--- src/rtl/bulk_list_pointer_regs_map.vh ---
// register offsets, field positions and reset values of the list pointer bank
//
// Summary of operation
// - bulk head pointer at 28h, address in bits 31..4, resets to zero
// - bulk traversal starts at the descriptor named by the bulk head pointer
// - bulk head pointer is loaded from the shared memory area during initialization
// - bulk current pointer at 2Ch, address in bits 31..4, low bits reserved
// - bulk descriptors are served round-robin in insertion order
// - after serving a descriptor the current pointer moves to the next one
// - each frame resumes bulk processing where the previous frame stopped
// - at list end with filled flag set, copy head to current, clear flag; a same-cycle descriptor completion moves to the next one, flag kept
// - at list end with filled flag clear, keep the flag; the pointer moves only on a same-cycle descriptor completion
// - reads of the current pointer return its live value while enabled
// - current pointer starts at zero; zero marks the end of the list
// - control current pointer: same end-of-list reload and flag clear, starts at zero
`ifndef BULK_LIST_POINTER_REGS_MAP_VH
`define BULK_LIST_POINTER_REGS_MAP_VH

// ****************************************
// register offsets
// ****************************************
`define OFS_CONTROL_REG       8'h04
`define OFS_COMMAND_STATUS    8'h08
`define OFS_CTRL_HEAD         8'h20
`define OFS_CTRL_CURRENT      8'h24
`define OFS_BULK_HEAD         8'h28
`define OFS_BULK_CURRENT      8'h2c

// ****************************************
// field positions
// ****************************************
`define BIT_CTRL_LIST_ENABLE  4
`define BIT_BULK_LIST_ENABLE  5
`define BIT_CTRL_FILLED       0
`define BIT_BULK_FILLED       1
`define PTR_LSB               4

// ****************************************
// reset values
// ****************************************
`define RST_POINTER           28'h000_0000
`define RST_WORD              32'h0000_0000

`endif

--- src/rtl/bulk_list_pointer_regs.v ---
// bulk and control list pointer registers with end-of-list reload logic
`timescale 1ns/1ps
`include "bulk_list_pointer_regs_map.vh"

module bulk_list_pointer_regs (
    input  wire        mclk,
    input  wire        rst_n,
    // register port
    input  wire        reg_wr,
    input  wire        reg_rd,
    input  wire [7:0]  reg_addr,
    input  wire [31:0] reg_wdata,
    output reg  [31:0] reg_rdata_r,
    output reg         reg_rvalid_r,
    // list-processing engine
    input  wire        hcca_load,
    input  wire [31:0] hcca_bulk_head,
    input  wire [31:0] hcca_ctrl_head,
    input  wire        frame_start,
    input  wire        bulk_ed_done,
    input  wire [31:0] bulk_next_ed,
    input  wire        bulk_end_of_list,
    input  wire        ctrl_ed_done,
    input  wire [31:0] ctrl_next_ed,
    input  wire        ctrl_end_of_list,
    output reg  [31:0] bulk_fetch_addr_r,
    output reg         bulk_fetch_valid_r,
    output reg  [31:0] ctrl_fetch_addr_r,
    output reg         ctrl_fetch_valid_r,
    output reg         bulk_list_enable_r,
    output reg         ctrl_list_enable_r,
    output reg         list_filled_flag_r,
    output reg         ctrl_filled_flag_r
);

    // ****************************************
    // reset release
    // ****************************************
    reg         rst_meta_r;
    reg         rst_sync_r;

    // async assert, two-flop synchronous release, so every flop
    // below leaves reset on the same clock edge
    always @(posedge mclk or negedge rst_n) begin
        if (!rst_n) begin
            rst_meta_r <= 1'b0;
            rst_sync_r <= 1'b0;
        end else begin
            rst_meta_r <= 1'b1;
            rst_sync_r <= rst_meta_r;
        end
    end

    // ****************************************
    // helpers
    // ****************************************
    // pointer field as a 16-byte aligned word, low bits forced to zero
    function [31:0] ptr_word;
        input [27:0] p;
        begin
            ptr_word = {p, 4'h0};
        end
    endfunction

    // address field of a bus word; the reserved low bits are dropped
    // here, so no register below can ever hold them
    function [27:0] ptr_field;
        input [31:0] w;
        begin
            ptr_field = w[31:`PTR_LSB];
        end
    endfunction

    // write strobe aimed at one register offset
    function wr_hit;
        input       wr;
        input [7:0] addr;
        input [7:0] ofs;
        begin
            wr_hit = wr && (addr == ofs);
        end
    endfunction

    // filled flag next value; the engine clears it only when it really
    // reloads at list end, so a descriptor completion in the same cycle
    // leaves it alone; a software set beats the clear so no work is lost
    function flag_next;
        input flag;
        input eol;
        input done;
        input set;
        begin
            flag_next = flag;
            if (eol && !done && flag)
                flag_next = 1'b0;
            if (set)
                flag_next = 1'b1;
        end
    endfunction

    // current pointer next value, shared by both lists; priority is
    // descriptor completion, then end of list, then a software write,
    // because a write racing the engine would lose the engine's place
    function [27:0] current_next;
        input [27:0] cur;
        input [27:0] head;
        input        flag;
        input        done;
        input [31:0] next_ed;
        input        eol;
        input        wr;
        input [31:0] wdata;
        begin
            current_next = cur;
            if (done)
                current_next = ptr_field(next_ed);
            else if (eol) begin
                if (flag)
                    current_next = head;
                else
                    current_next = cur;
            end else if (wr)
                current_next = ptr_field(wdata);
        end
    endfunction

    // a list may be fetched only while enabled and not at its end
    function fetch_ok;
        input        enable;
        input [27:0] cur;
        begin
            fetch_ok = enable && (cur != `RST_POINTER);
        end
    endfunction

    // ****************************************
    // state and next values
    // ****************************************
    reg  [27:0] bulk_head_addr_r;
    reg  [27:0] bulk_head_addr_nxt;
    reg  [27:0] bulk_current_addr_r;
    reg  [27:0] bulk_current_addr_nxt;
    reg  [27:0] ctrl_head_addr_r;
    reg  [27:0] ctrl_head_addr_nxt;
    reg  [27:0] ctrl_current_addr_r;
    reg  [27:0] ctrl_current_addr_nxt;
    reg         list_filled_flag_nxt;
    reg         ctrl_filled_flag_nxt;
    reg         bulk_list_enable_nxt;
    reg         ctrl_list_enable_nxt;
    reg  [31:0] rdata_nxt;

    // one decoded write strobe per register; unmapped offsets
    // decode to nothing, so such writes are simply ignored
    wire wr_ctl   = wr_hit(reg_wr, reg_addr, `OFS_CONTROL_REG);
    wire wr_cmd   = wr_hit(reg_wr, reg_addr, `OFS_COMMAND_STATUS);
    wire wr_chead = wr_hit(reg_wr, reg_addr, `OFS_CTRL_HEAD);
    wire wr_ccur  = wr_hit(reg_wr, reg_addr, `OFS_CTRL_CURRENT);
    wire wr_bhead = wr_hit(reg_wr, reg_addr, `OFS_BULK_HEAD);
    wire wr_bcur  = wr_hit(reg_wr, reg_addr, `OFS_BULK_CURRENT);

    // ****************************************
    // control and command status bits
    // ****************************************
    // filled flags: software writes one to set, engine clears at list end;
    // writing zero has no effect, so software cannot cancel pending work
    always @* begin
        bulk_list_enable_nxt = bulk_list_enable_r;
        ctrl_list_enable_nxt = ctrl_list_enable_r;
        if (wr_ctl) begin
            bulk_list_enable_nxt = reg_wdata[`BIT_BULK_LIST_ENABLE];
            ctrl_list_enable_nxt = reg_wdata[`BIT_CTRL_LIST_ENABLE];
        end
        list_filled_flag_nxt = flag_next(list_filled_flag_r, bulk_end_of_list, bulk_ed_done,
                                         wr_cmd && reg_wdata[`BIT_BULK_FILLED]);
        ctrl_filled_flag_nxt = flag_next(ctrl_filled_flag_r, ctrl_end_of_list, ctrl_ed_done,
                                         wr_cmd && reg_wdata[`BIT_CTRL_FILLED]);
    end

    // ****************************************
    // head pointers
    // ****************************************
    // init load from the shared area, otherwise software writes;
    // reserved low bits are never stored
    always @* begin
        bulk_head_addr_nxt = bulk_head_addr_r;
        ctrl_head_addr_nxt = ctrl_head_addr_r;
        if (hcca_load) begin
            bulk_head_addr_nxt = ptr_field(hcca_bulk_head);
            ctrl_head_addr_nxt = ptr_field(hcca_ctrl_head);
        end else begin
            if (wr_bhead)
                bulk_head_addr_nxt = ptr_field(reg_wdata);
            if (wr_chead)
                ctrl_head_addr_nxt = ptr_field(reg_wdata);
        end
    end

    // ****************************************
    // current pointers
    // ****************************************
    // engine updates take priority over software; software is expected to
    // write only while the list is disabled, so the clash is rare
    always @* begin
        bulk_current_addr_nxt = current_next(bulk_current_addr_r, bulk_head_addr_r, list_filled_flag_r,
                                             bulk_ed_done, bulk_next_ed, bulk_end_of_list,
                                             wr_bcur, reg_wdata);
        ctrl_current_addr_nxt = current_next(ctrl_current_addr_r, ctrl_head_addr_r, ctrl_filled_flag_r,
                                             ctrl_ed_done, ctrl_next_ed, ctrl_end_of_list,
                                             wr_ccur, reg_wdata);
    end

    // ****************************************
    // read mux
    // ****************************************
    // current pointers read live, not a snapshot; unmapped offsets
    // read as zero so a probing driver finds nothing behind them
    always @* begin
        case (reg_addr)
            `OFS_CONTROL_REG: begin
                rdata_nxt = `RST_WORD;
                rdata_nxt[`BIT_BULK_LIST_ENABLE] = bulk_list_enable_r;
                rdata_nxt[`BIT_CTRL_LIST_ENABLE] = ctrl_list_enable_r;
            end
            `OFS_COMMAND_STATUS: begin
                rdata_nxt = `RST_WORD;
                rdata_nxt[`BIT_BULK_FILLED] = list_filled_flag_r;
                rdata_nxt[`BIT_CTRL_FILLED] = ctrl_filled_flag_r;
            end
            `OFS_CTRL_HEAD:    rdata_nxt = ptr_word(ctrl_head_addr_r);
            `OFS_CTRL_CURRENT: rdata_nxt = ptr_word(ctrl_current_addr_r);
            `OFS_BULK_HEAD:    rdata_nxt = ptr_word(bulk_head_addr_r);
            `OFS_BULK_CURRENT: rdata_nxt = ptr_word(bulk_current_addr_r);
            default:           rdata_nxt = `RST_WORD;
        endcase
    end

    // ****************************************
    // pointer registers
    // ****************************************
    // all pointers clear on reset; zero current pointers mean end of list
    always @(posedge mclk or negedge rst_sync_r) begin
        if (!rst_sync_r) begin
            bulk_head_addr_r    <= `RST_POINTER;
            bulk_current_addr_r <= `RST_POINTER;
            ctrl_head_addr_r    <= `RST_POINTER;
            ctrl_current_addr_r <= `RST_POINTER;
        end else begin
            bulk_head_addr_r    <= bulk_head_addr_nxt;
            bulk_current_addr_r <= bulk_current_addr_nxt;
            ctrl_head_addr_r    <= ctrl_head_addr_nxt;
            ctrl_current_addr_r <= ctrl_current_addr_nxt;
        end
    end

    // ****************************************
    // enable and filled flag registers
    // ****************************************
    // lists come out of reset disabled and with no pending work
    always @(posedge mclk or negedge rst_sync_r) begin
        if (!rst_sync_r) begin
            list_filled_flag_r  <= 1'b0;
            ctrl_filled_flag_r  <= 1'b0;
            bulk_list_enable_r  <= 1'b0;
            ctrl_list_enable_r  <= 1'b0;
        end else begin
            list_filled_flag_r  <= list_filled_flag_nxt;
            ctrl_filled_flag_r  <= ctrl_filled_flag_nxt;
            bulk_list_enable_r  <= bulk_list_enable_nxt;
            ctrl_list_enable_r  <= ctrl_list_enable_nxt;
        end
    end

    // ****************************************
    // read answer
    // ****************************************
    // read data holds between reads, so a slow master may pick it up late;
    // the valid pulse alone marks a fresh answer
    always @(posedge mclk or negedge rst_sync_r) begin
        if (!rst_sync_r) begin
            reg_rdata_r         <= `RST_WORD;
            reg_rvalid_r        <= 1'b0;
        end else begin
            reg_rvalid_r        <= reg_rd;
            if (reg_rd)
                reg_rdata_r     <= rdata_nxt;
        end
    end

    // ****************************************
    // fetch outputs
    // ****************************************
    // fetch address follows the current pointer across frames, so a new
    // frame resumes where the last one stopped; it is built from the next
    // value so the engine sees a new pointer without an extra cycle
    always @(posedge mclk or negedge rst_sync_r) begin
        if (!rst_sync_r) begin
            bulk_fetch_addr_r   <= `RST_WORD;
            bulk_fetch_valid_r  <= 1'b0;
            ctrl_fetch_addr_r   <= `RST_WORD;
            ctrl_fetch_valid_r  <= 1'b0;
        end else begin
            bulk_fetch_addr_r   <= ptr_word(bulk_current_addr_nxt);
            bulk_fetch_valid_r  <= fetch_ok(bulk_list_enable_nxt, bulk_current_addr_nxt);
            ctrl_fetch_addr_r   <= ptr_word(ctrl_current_addr_nxt);
            ctrl_fetch_valid_r  <= fetch_ok(ctrl_list_enable_nxt, ctrl_current_addr_nxt);
        end
    end

endmodule // bulk_list_pointer_regs

--- config.mk ---
export PLATFORM = sky130hd
export DESIGN_NAME = bulk_list_pointer_regs
export DESIGN_NICKNAME = d
export VERILOG_FILES = /design/src/rtl/bulk_list_pointer_regs.v
export VERILOG_INCLUDE_DIRS = /design/src /design/src/rtl
export SDC_FILE = /design/constraint.sdc
export NUM_CORES = 1
export LEC_CHECK = 0
export BUFFER_PORTS_ARGS = -buffer_cell sky130_fd_sc_hd__buf_4
export CAP_MARGIN = 20
export CORE_UTILIZATION = 50
export CTS_CLUSTER_DIAMETER = 200
export DETAILED_ROUTE_END_ITERATION = 10
export GPL_ROUTABILITY_DRIVEN = 0
export HOLD_SLACK_MARGIN = 0.15
export PLACE_DENSITY = 0.78
export SKIP_CTS_REPAIR_TIMING = 1
export SYNTH_ARGS = -nofsm -noshare
export SYNTH_HDL_FRONTEND = slang
export SYNTH_SLANG_ARGS = --single-unit
--- constraint.sdc ---
create_clock -name mclk -period 10.6 [get_ports mclk]
set_input_delay 2.12 -clock mclk [delete_from_list [all_inputs] [get_ports mclk]]
set_output_delay 2.12 -clock mclk [all_outputs]
set_load 0.005 [all_outputs]
After elaboration in Yosys (flattened, before gate mapping)
Index checks and enable logic that the tools add are counted.
- word-level logic and storage cells: 61
- bits in registers: 153
- output and inout bits: 103
- bits of input ports: 178
- muxes and demuxes: 19
- equal/unequal tests: 6
- reductions and logical operators: 22
- operator list (operator ; count):
    $mux W28 ; 12
    $pmux W32 S6 ; 1
    $reduce_bool A28 Y1 ; 2
    $eq A8 B6 Y1 const B ; 4
    $logic_and A1 B1 Y1 ; 14
    $eq A8 B3 Y1 const B ; 1
    $eq A8 B4 Y1 const B ; 1
    $reduce_bool A2 Y1 ; 4
    $mux W1 ; 6
    $logic_not A1 Y1 ; 2

Longest topological paths before layout
- depth in word-level cells: 7
- gate-level depth with buffers: 9
- gate-level depth less buffers: 6

Least setup slack after synthesis
Ideal clock, no wire load.
- path kind: input to register
- start: input port reg_addr[7]
- end: register bulk_fetch_valid_r
- arrival: 3808 ps
- path slack: 6647 ps
- stages on the path: 7
- setup time: 145 ps
- required time: 10455 ps
- path buffers: 1
- path through: or4b_4 > buf_6 > o31a_1 > o21ba_2 > o21bai_1 > nor4_1 > a41oi_1
- cells in the longest elaborated chain, start to end: 7
- elaborated cells between the ends (all ways): 10
- classes of those cells: eq/ne (2); mux (4); reduce/logical (4)
- RTL lines (element ; RTL line ; source):
    from (decl) ; bulk_list_pointer_regs.v:11 ; input wire [7:0] reg_addr,
    $eq A8 B6 Y1 ; -- ;
    $logic_and A1 B1 Y1 ; bulk_list_pointer_regs.v:80 ; wr_hit = wr && (addr == ofs);
    $mux W28 ; bulk_list_pointer_regs.v:122 ; end else if (wr)
    $mux W28 ; bulk_list_pointer_regs.v:117 ; else if (eol) begin
    $mux W28 ; bulk_list_pointer_regs.v:115 ; if (done)
    net bulk_current_addr_nxt[24] ; bulk_list_pointer_regs.v:142 ; reg [27:0] bulk_current_addr_nxt;
    $reduce_bool A28 Y1 (no source line) ; -- ;
    $logic_and A1 B1 Y1 ; bulk_list_pointer_regs.v:132 ; fetch_ok = enable && (cur != `RST_POINTER);
    to (signal assigned) ; bulk_list_pointer_regs.v:304 ; bulk_fetch_valid_r <= fetch_ok(bulk_list_enable_nxt, bulk_current_addr_nxt);
    to (decl) ; bulk_list_pointer_regs.v:27 ; output reg bulk_fetch_valid_r,
The timed path passes the listed nets, and every way through them passes these cells.
A chain may end at the register's enable or synchronous reset.

Worst setup path in the final report
- start: input port reg_addr[1]
- end: register bulk_fetch_valid_r
- cells in the longest elaborated chain, start to end: 7
- elaborated cells between the ends (all ways): 10
- classes of those cells: eq/ne (2); mux (4); reduce/logical (4)
- RTL lines (element ; RTL line):
    $eq A8 B6 Y1 ; --
    $logic_and A1 B1 Y1 ; bulk_list_pointer_regs.v:80
    $mux W28 ; bulk_list_pointer_regs.v:122
    $mux W28 ; bulk_list_pointer_regs.v:117
    $mux W28 ; bulk_list_pointer_regs.v:115
    $reduce_bool A28 Y1 (no source line) ; --
    $logic_and A1 B1 Y1 * ; bulk_list_pointer_regs.v:132
Every way passes the cells marked *; elsewhere a longest branch is shown, timed or not.

==> reports/results.ini <==
[status]
outcome = completed

[yosys]
synth_area_leaders = dfrtp_1, mux2i_1, o22ai_1, mux2_2, o21ai_0
syn_area_per_cell_um2 = 9.640
syn_inst = 904
synth-main-ff-cell = dfrtp_1
synth-seq-area-share_pct = 43.36
synth_most_common_cell = dfrtp_1
syn_area_um2 = 8715
synth_top_area_share_pct = 43.36
synth_edf_count = 0
synthDistinctLibCells = 59
ys_warn_count = 0
ys_seq_elements = 151
async_flop_share_pct = 100.0
yosys.area.top_type = dfrtp_1
yosys-top-cells-count = dfrtp_1, nand2_1, o22ai_1

[floorplanning]
fp.coreArea_um2 = 16820
fp.dieArea_um2 = 17960
io_pins = 281
dieHeight_um = 134.0
die_x_um = 134.0
start_util_pct = 51.82
rows = 47

[power]
power.leakage_nw = 5.109
p_per_area_nw_per_um2 = 136.9
ir_worst_vdd_mv = 0.1159

[clocking]
cts_buffers = 17
root_buffer = clkbuf_16
cts.path.max_buffers = 2
tritoncts = done
cts_sinks = 151
clk_latency_ns = 0.43
path_clk_slew_ns = 0.06
h-tree-depth = 4

[critical_path]
critical_path_class = input port to flop
cp_max_fo = 18
start_kind = input port
arrival_ns = 5.10
reg2reg_from = list_filled_flag_r$_DFFE_PN0P_
setup.worst_path.start = reg_addr[1]
cp_data_required_time_ns = 10.93
endpoint_kind = flop

[route]
dr_total_vias = 8955
via_per_inst = 6.698
drt_pre_antenna_iters = 8
wirelength_um = 32730
wl_per_cell_um = 24.48
antenna_left = 0
drc = 0
drt_iter0_drc = 1105

[timing]
slew_headroom_pct = 24.35
hold_violations = 0
clock_skew_ns = 0.006516
tns_ns = 0
slew_viol_final = 0
rsz0062_at_grt = false
timing.final.crit_share_pct = 45.00
setup_viol = 0
worst_pin_slew_ns = 1.131
fmax_ghz = 0.2096
period_needed_ns = 4.771

[global_routing]
grt_pass1_vias = 8882
grt_overflow_total = 0
grt_pass1_wl_um = 50230
grt_max_degree = 113
grt_antenna_before_repair = 0
grt_usage_pct = 36.76

[finish]
area_delta_synth_final_pct = 29.22
design_area_um2 = 11260
diodes = 0
utilization_pct = 66.95
finalNetCount = 1283
drive_gt1_share_pct = 31.78
fill_cells = 1383

[place]
place_hpwl_um = 21200
postPlaceCellArea_um2 = 10630
port_buffers = 251

[flow_run]
drv_cap = 0

[worst_hold_path]
hp-class = flop to asynchronous set/reset pin

==> area by class of cell <==
| cell class | instances | area [um2] | share of cell area, % |
|---|---|---|---|
| multi-input cells | 621 | 4403 | 39.10 |
| flip-flops and latches | 151 | 3782 | 33.59 |
| repair buffers | 269 | 2042 | 18.13 |
| clock buffers | 22 | 464.2 | 4.122 |
| well taps | 220 | 275.3 | 2.444 |
| inverters | 45 | 168.9 | 1.500 |
| clock inverters | 9 | 125.1 | 1.111 |
==> registers in the layout, indices dropped and copies added, names as in the netlist <==
name and count:
reg_rvalid_r 1, bulk_fetch_valid_r 1, bulk_fetch_addr_r 28, reg_rdata_r 30, ctrl_current_addr_r 28, ctrl_filled_flag_r 1, list_filled_flag_r 1, rst_meta_r 1
ctrl_fetch_valid_r 1, rst_sync_r 1, bulk_list_enable_r 1, bulk_head_addr_r 28, ctrl_list_enable_r 1, ctrl_head_addr_r 28
==> through the flow <==
step           hold WS [ns]  instances  power (mW)  worst slack, ns
6_report             0.3372       1337       1.541            5.829
5_1_grt              0.3768       1337       1.587            5.755
4_1_cts              0.3568       1334       1.538            5.970
3_5_place_dp         0.3426       1303      0.9211            5.531
3_3_place_gp         0.3389       1303      0.9171            5.496
2_1_floorplan        0.3312        913      0.7840            6.081
==> final timing paths <==
check | end | slack [ns] | cells past startpoint
max | bulk_fetch_valid_r$_DFF_PN0_ | 5.83 | 8
min | ctrl_head_addr_r[11]$_DFFE_PN0P_ | 0.34 | 1
max reg2reg | bulk_fetch_valid_r$_DFF_PN0_ | 7.70 | 7
min reg2reg | ctrl_head_addr_r[11]$_DFFE_PN0P_ | 0.34 | 1
max in group asynchronous | bulk_head_addr_r[14]$_DFFE_PN0P_ | 8.87 | 2
min in group mclk | rst_sync_r$_DFF_PN0_ | 0.36 | 0
==> critical path, cell delays in order <==
cell     delay (ns)
buf_4          0.14
or4bb_1        0.91
nor2_2         0.80
buf_4          0.39
o41ai_1        0.11
o22ai_1        0.25
nor4b_1        0.12
a41oi_1        0.24
==> cells by family (layout without fill, tap and decap cells) <==
kind of cell | count (synthesis) | count (layout) | synth area share [%]
AO/OA/AOI/OAI | 329 | 329 | 26.66
other | 2 | 11 | 0.08618
buffers and inverters | 141 | 345 | 7.021
multiplexers | 96 | 96 | 11.51
flip-flops | 151 | 151 | 43.36
AND/OR/NAND/NOR | 185 | 185 | 11.36
==> cells in the final DEF, fill, tap and decap left out, types with 3 or more instances in the layout <==
| cell | Yosys | final |
|---|---|---|
| a32oi_1 | 5 | 5 |
| o21ai_0 | 60 | 60 |
| a21oi_1 | 14 | 14 |
| nor4_1 | 10 | 10 |
| a22oi_1 | 4 | 4 |
| nand4_1 | 39 | 39 |
| a222oi_1 | 28 | 28 |
| nor3_1 | 9 | 9 |
| nor2_1 | 17 | 14 |
| mux2i_1 | 62 | 62 |
| nor2b_1 | 5 | 5 |
| a21boi_0 | 28 | 28 |
| o41ai_1 | 17 | 17 |
| a41oi_1 | 6 | 6 |
| conb_1 | 2 | 11 |
| and2_1 | 4 | 4 |
| o31ai_2 | 4 | 3 |
| a32o_1 | 3 | 3 |
| bufinv_16 | 0 | 3 |
| nand3_1 | 8 | 8 |
| mux2_2 | 34 | 34 |
| clkbuf_16 | 0 | 17 |
| nor2_2 | 2 | 5 |
| dfrtp_1 | 151 | 150 |
| nand2b_1 | 13 | 13 |
| buf_4 | 10 | 267 |
| nand2_1 | 68 | 66 |
| a21o_1 | 7 | 7 |
| o31ai_1 | 27 | 27 |
| a211oi_1 | 3 | 3 |
| clkinv_2 | 0 | 4 |
| o22ai_1 | 63 | 63 |
| clkbuf_1 | 60 | 3 |
| o21a_1 | 4 | 4 |
| a21bo_2 | 4 | 4 |
| a31oi_1 | 40 | 40 |
| inv_1 | 42 | 42 |
==> layer usage <==
| layer | up-vias | track usage, % | routed length (um) | share of wire (%) |
|---|---|---|---|---|
| li1 | 3876 | - | - | - |
| met1 | 4252 | 48.50 | 12470 | 38 |
| met2 | 703 | 58.98 | 15270 | 47 |
| met3 | 124 | 6.425 | 3679 | 11 |
| met4 | 0 | 17.23 | 1303 | 4.0 |
| met5 | - | 0 | 0 | 0 |
==> where the power goes <==
part | switching [mW] | internal (mW) | total [mW] | leakage [nW]
clock | 0.241 | 0.380 | 0.621 | 0.286
combinational | 0.132 | 0.124 | 0.256 | 2.97
sequential | 0.0453 | 0.619 | 0.664 | 1.85
Note: power is estimated with default switching activity, not from simulation.
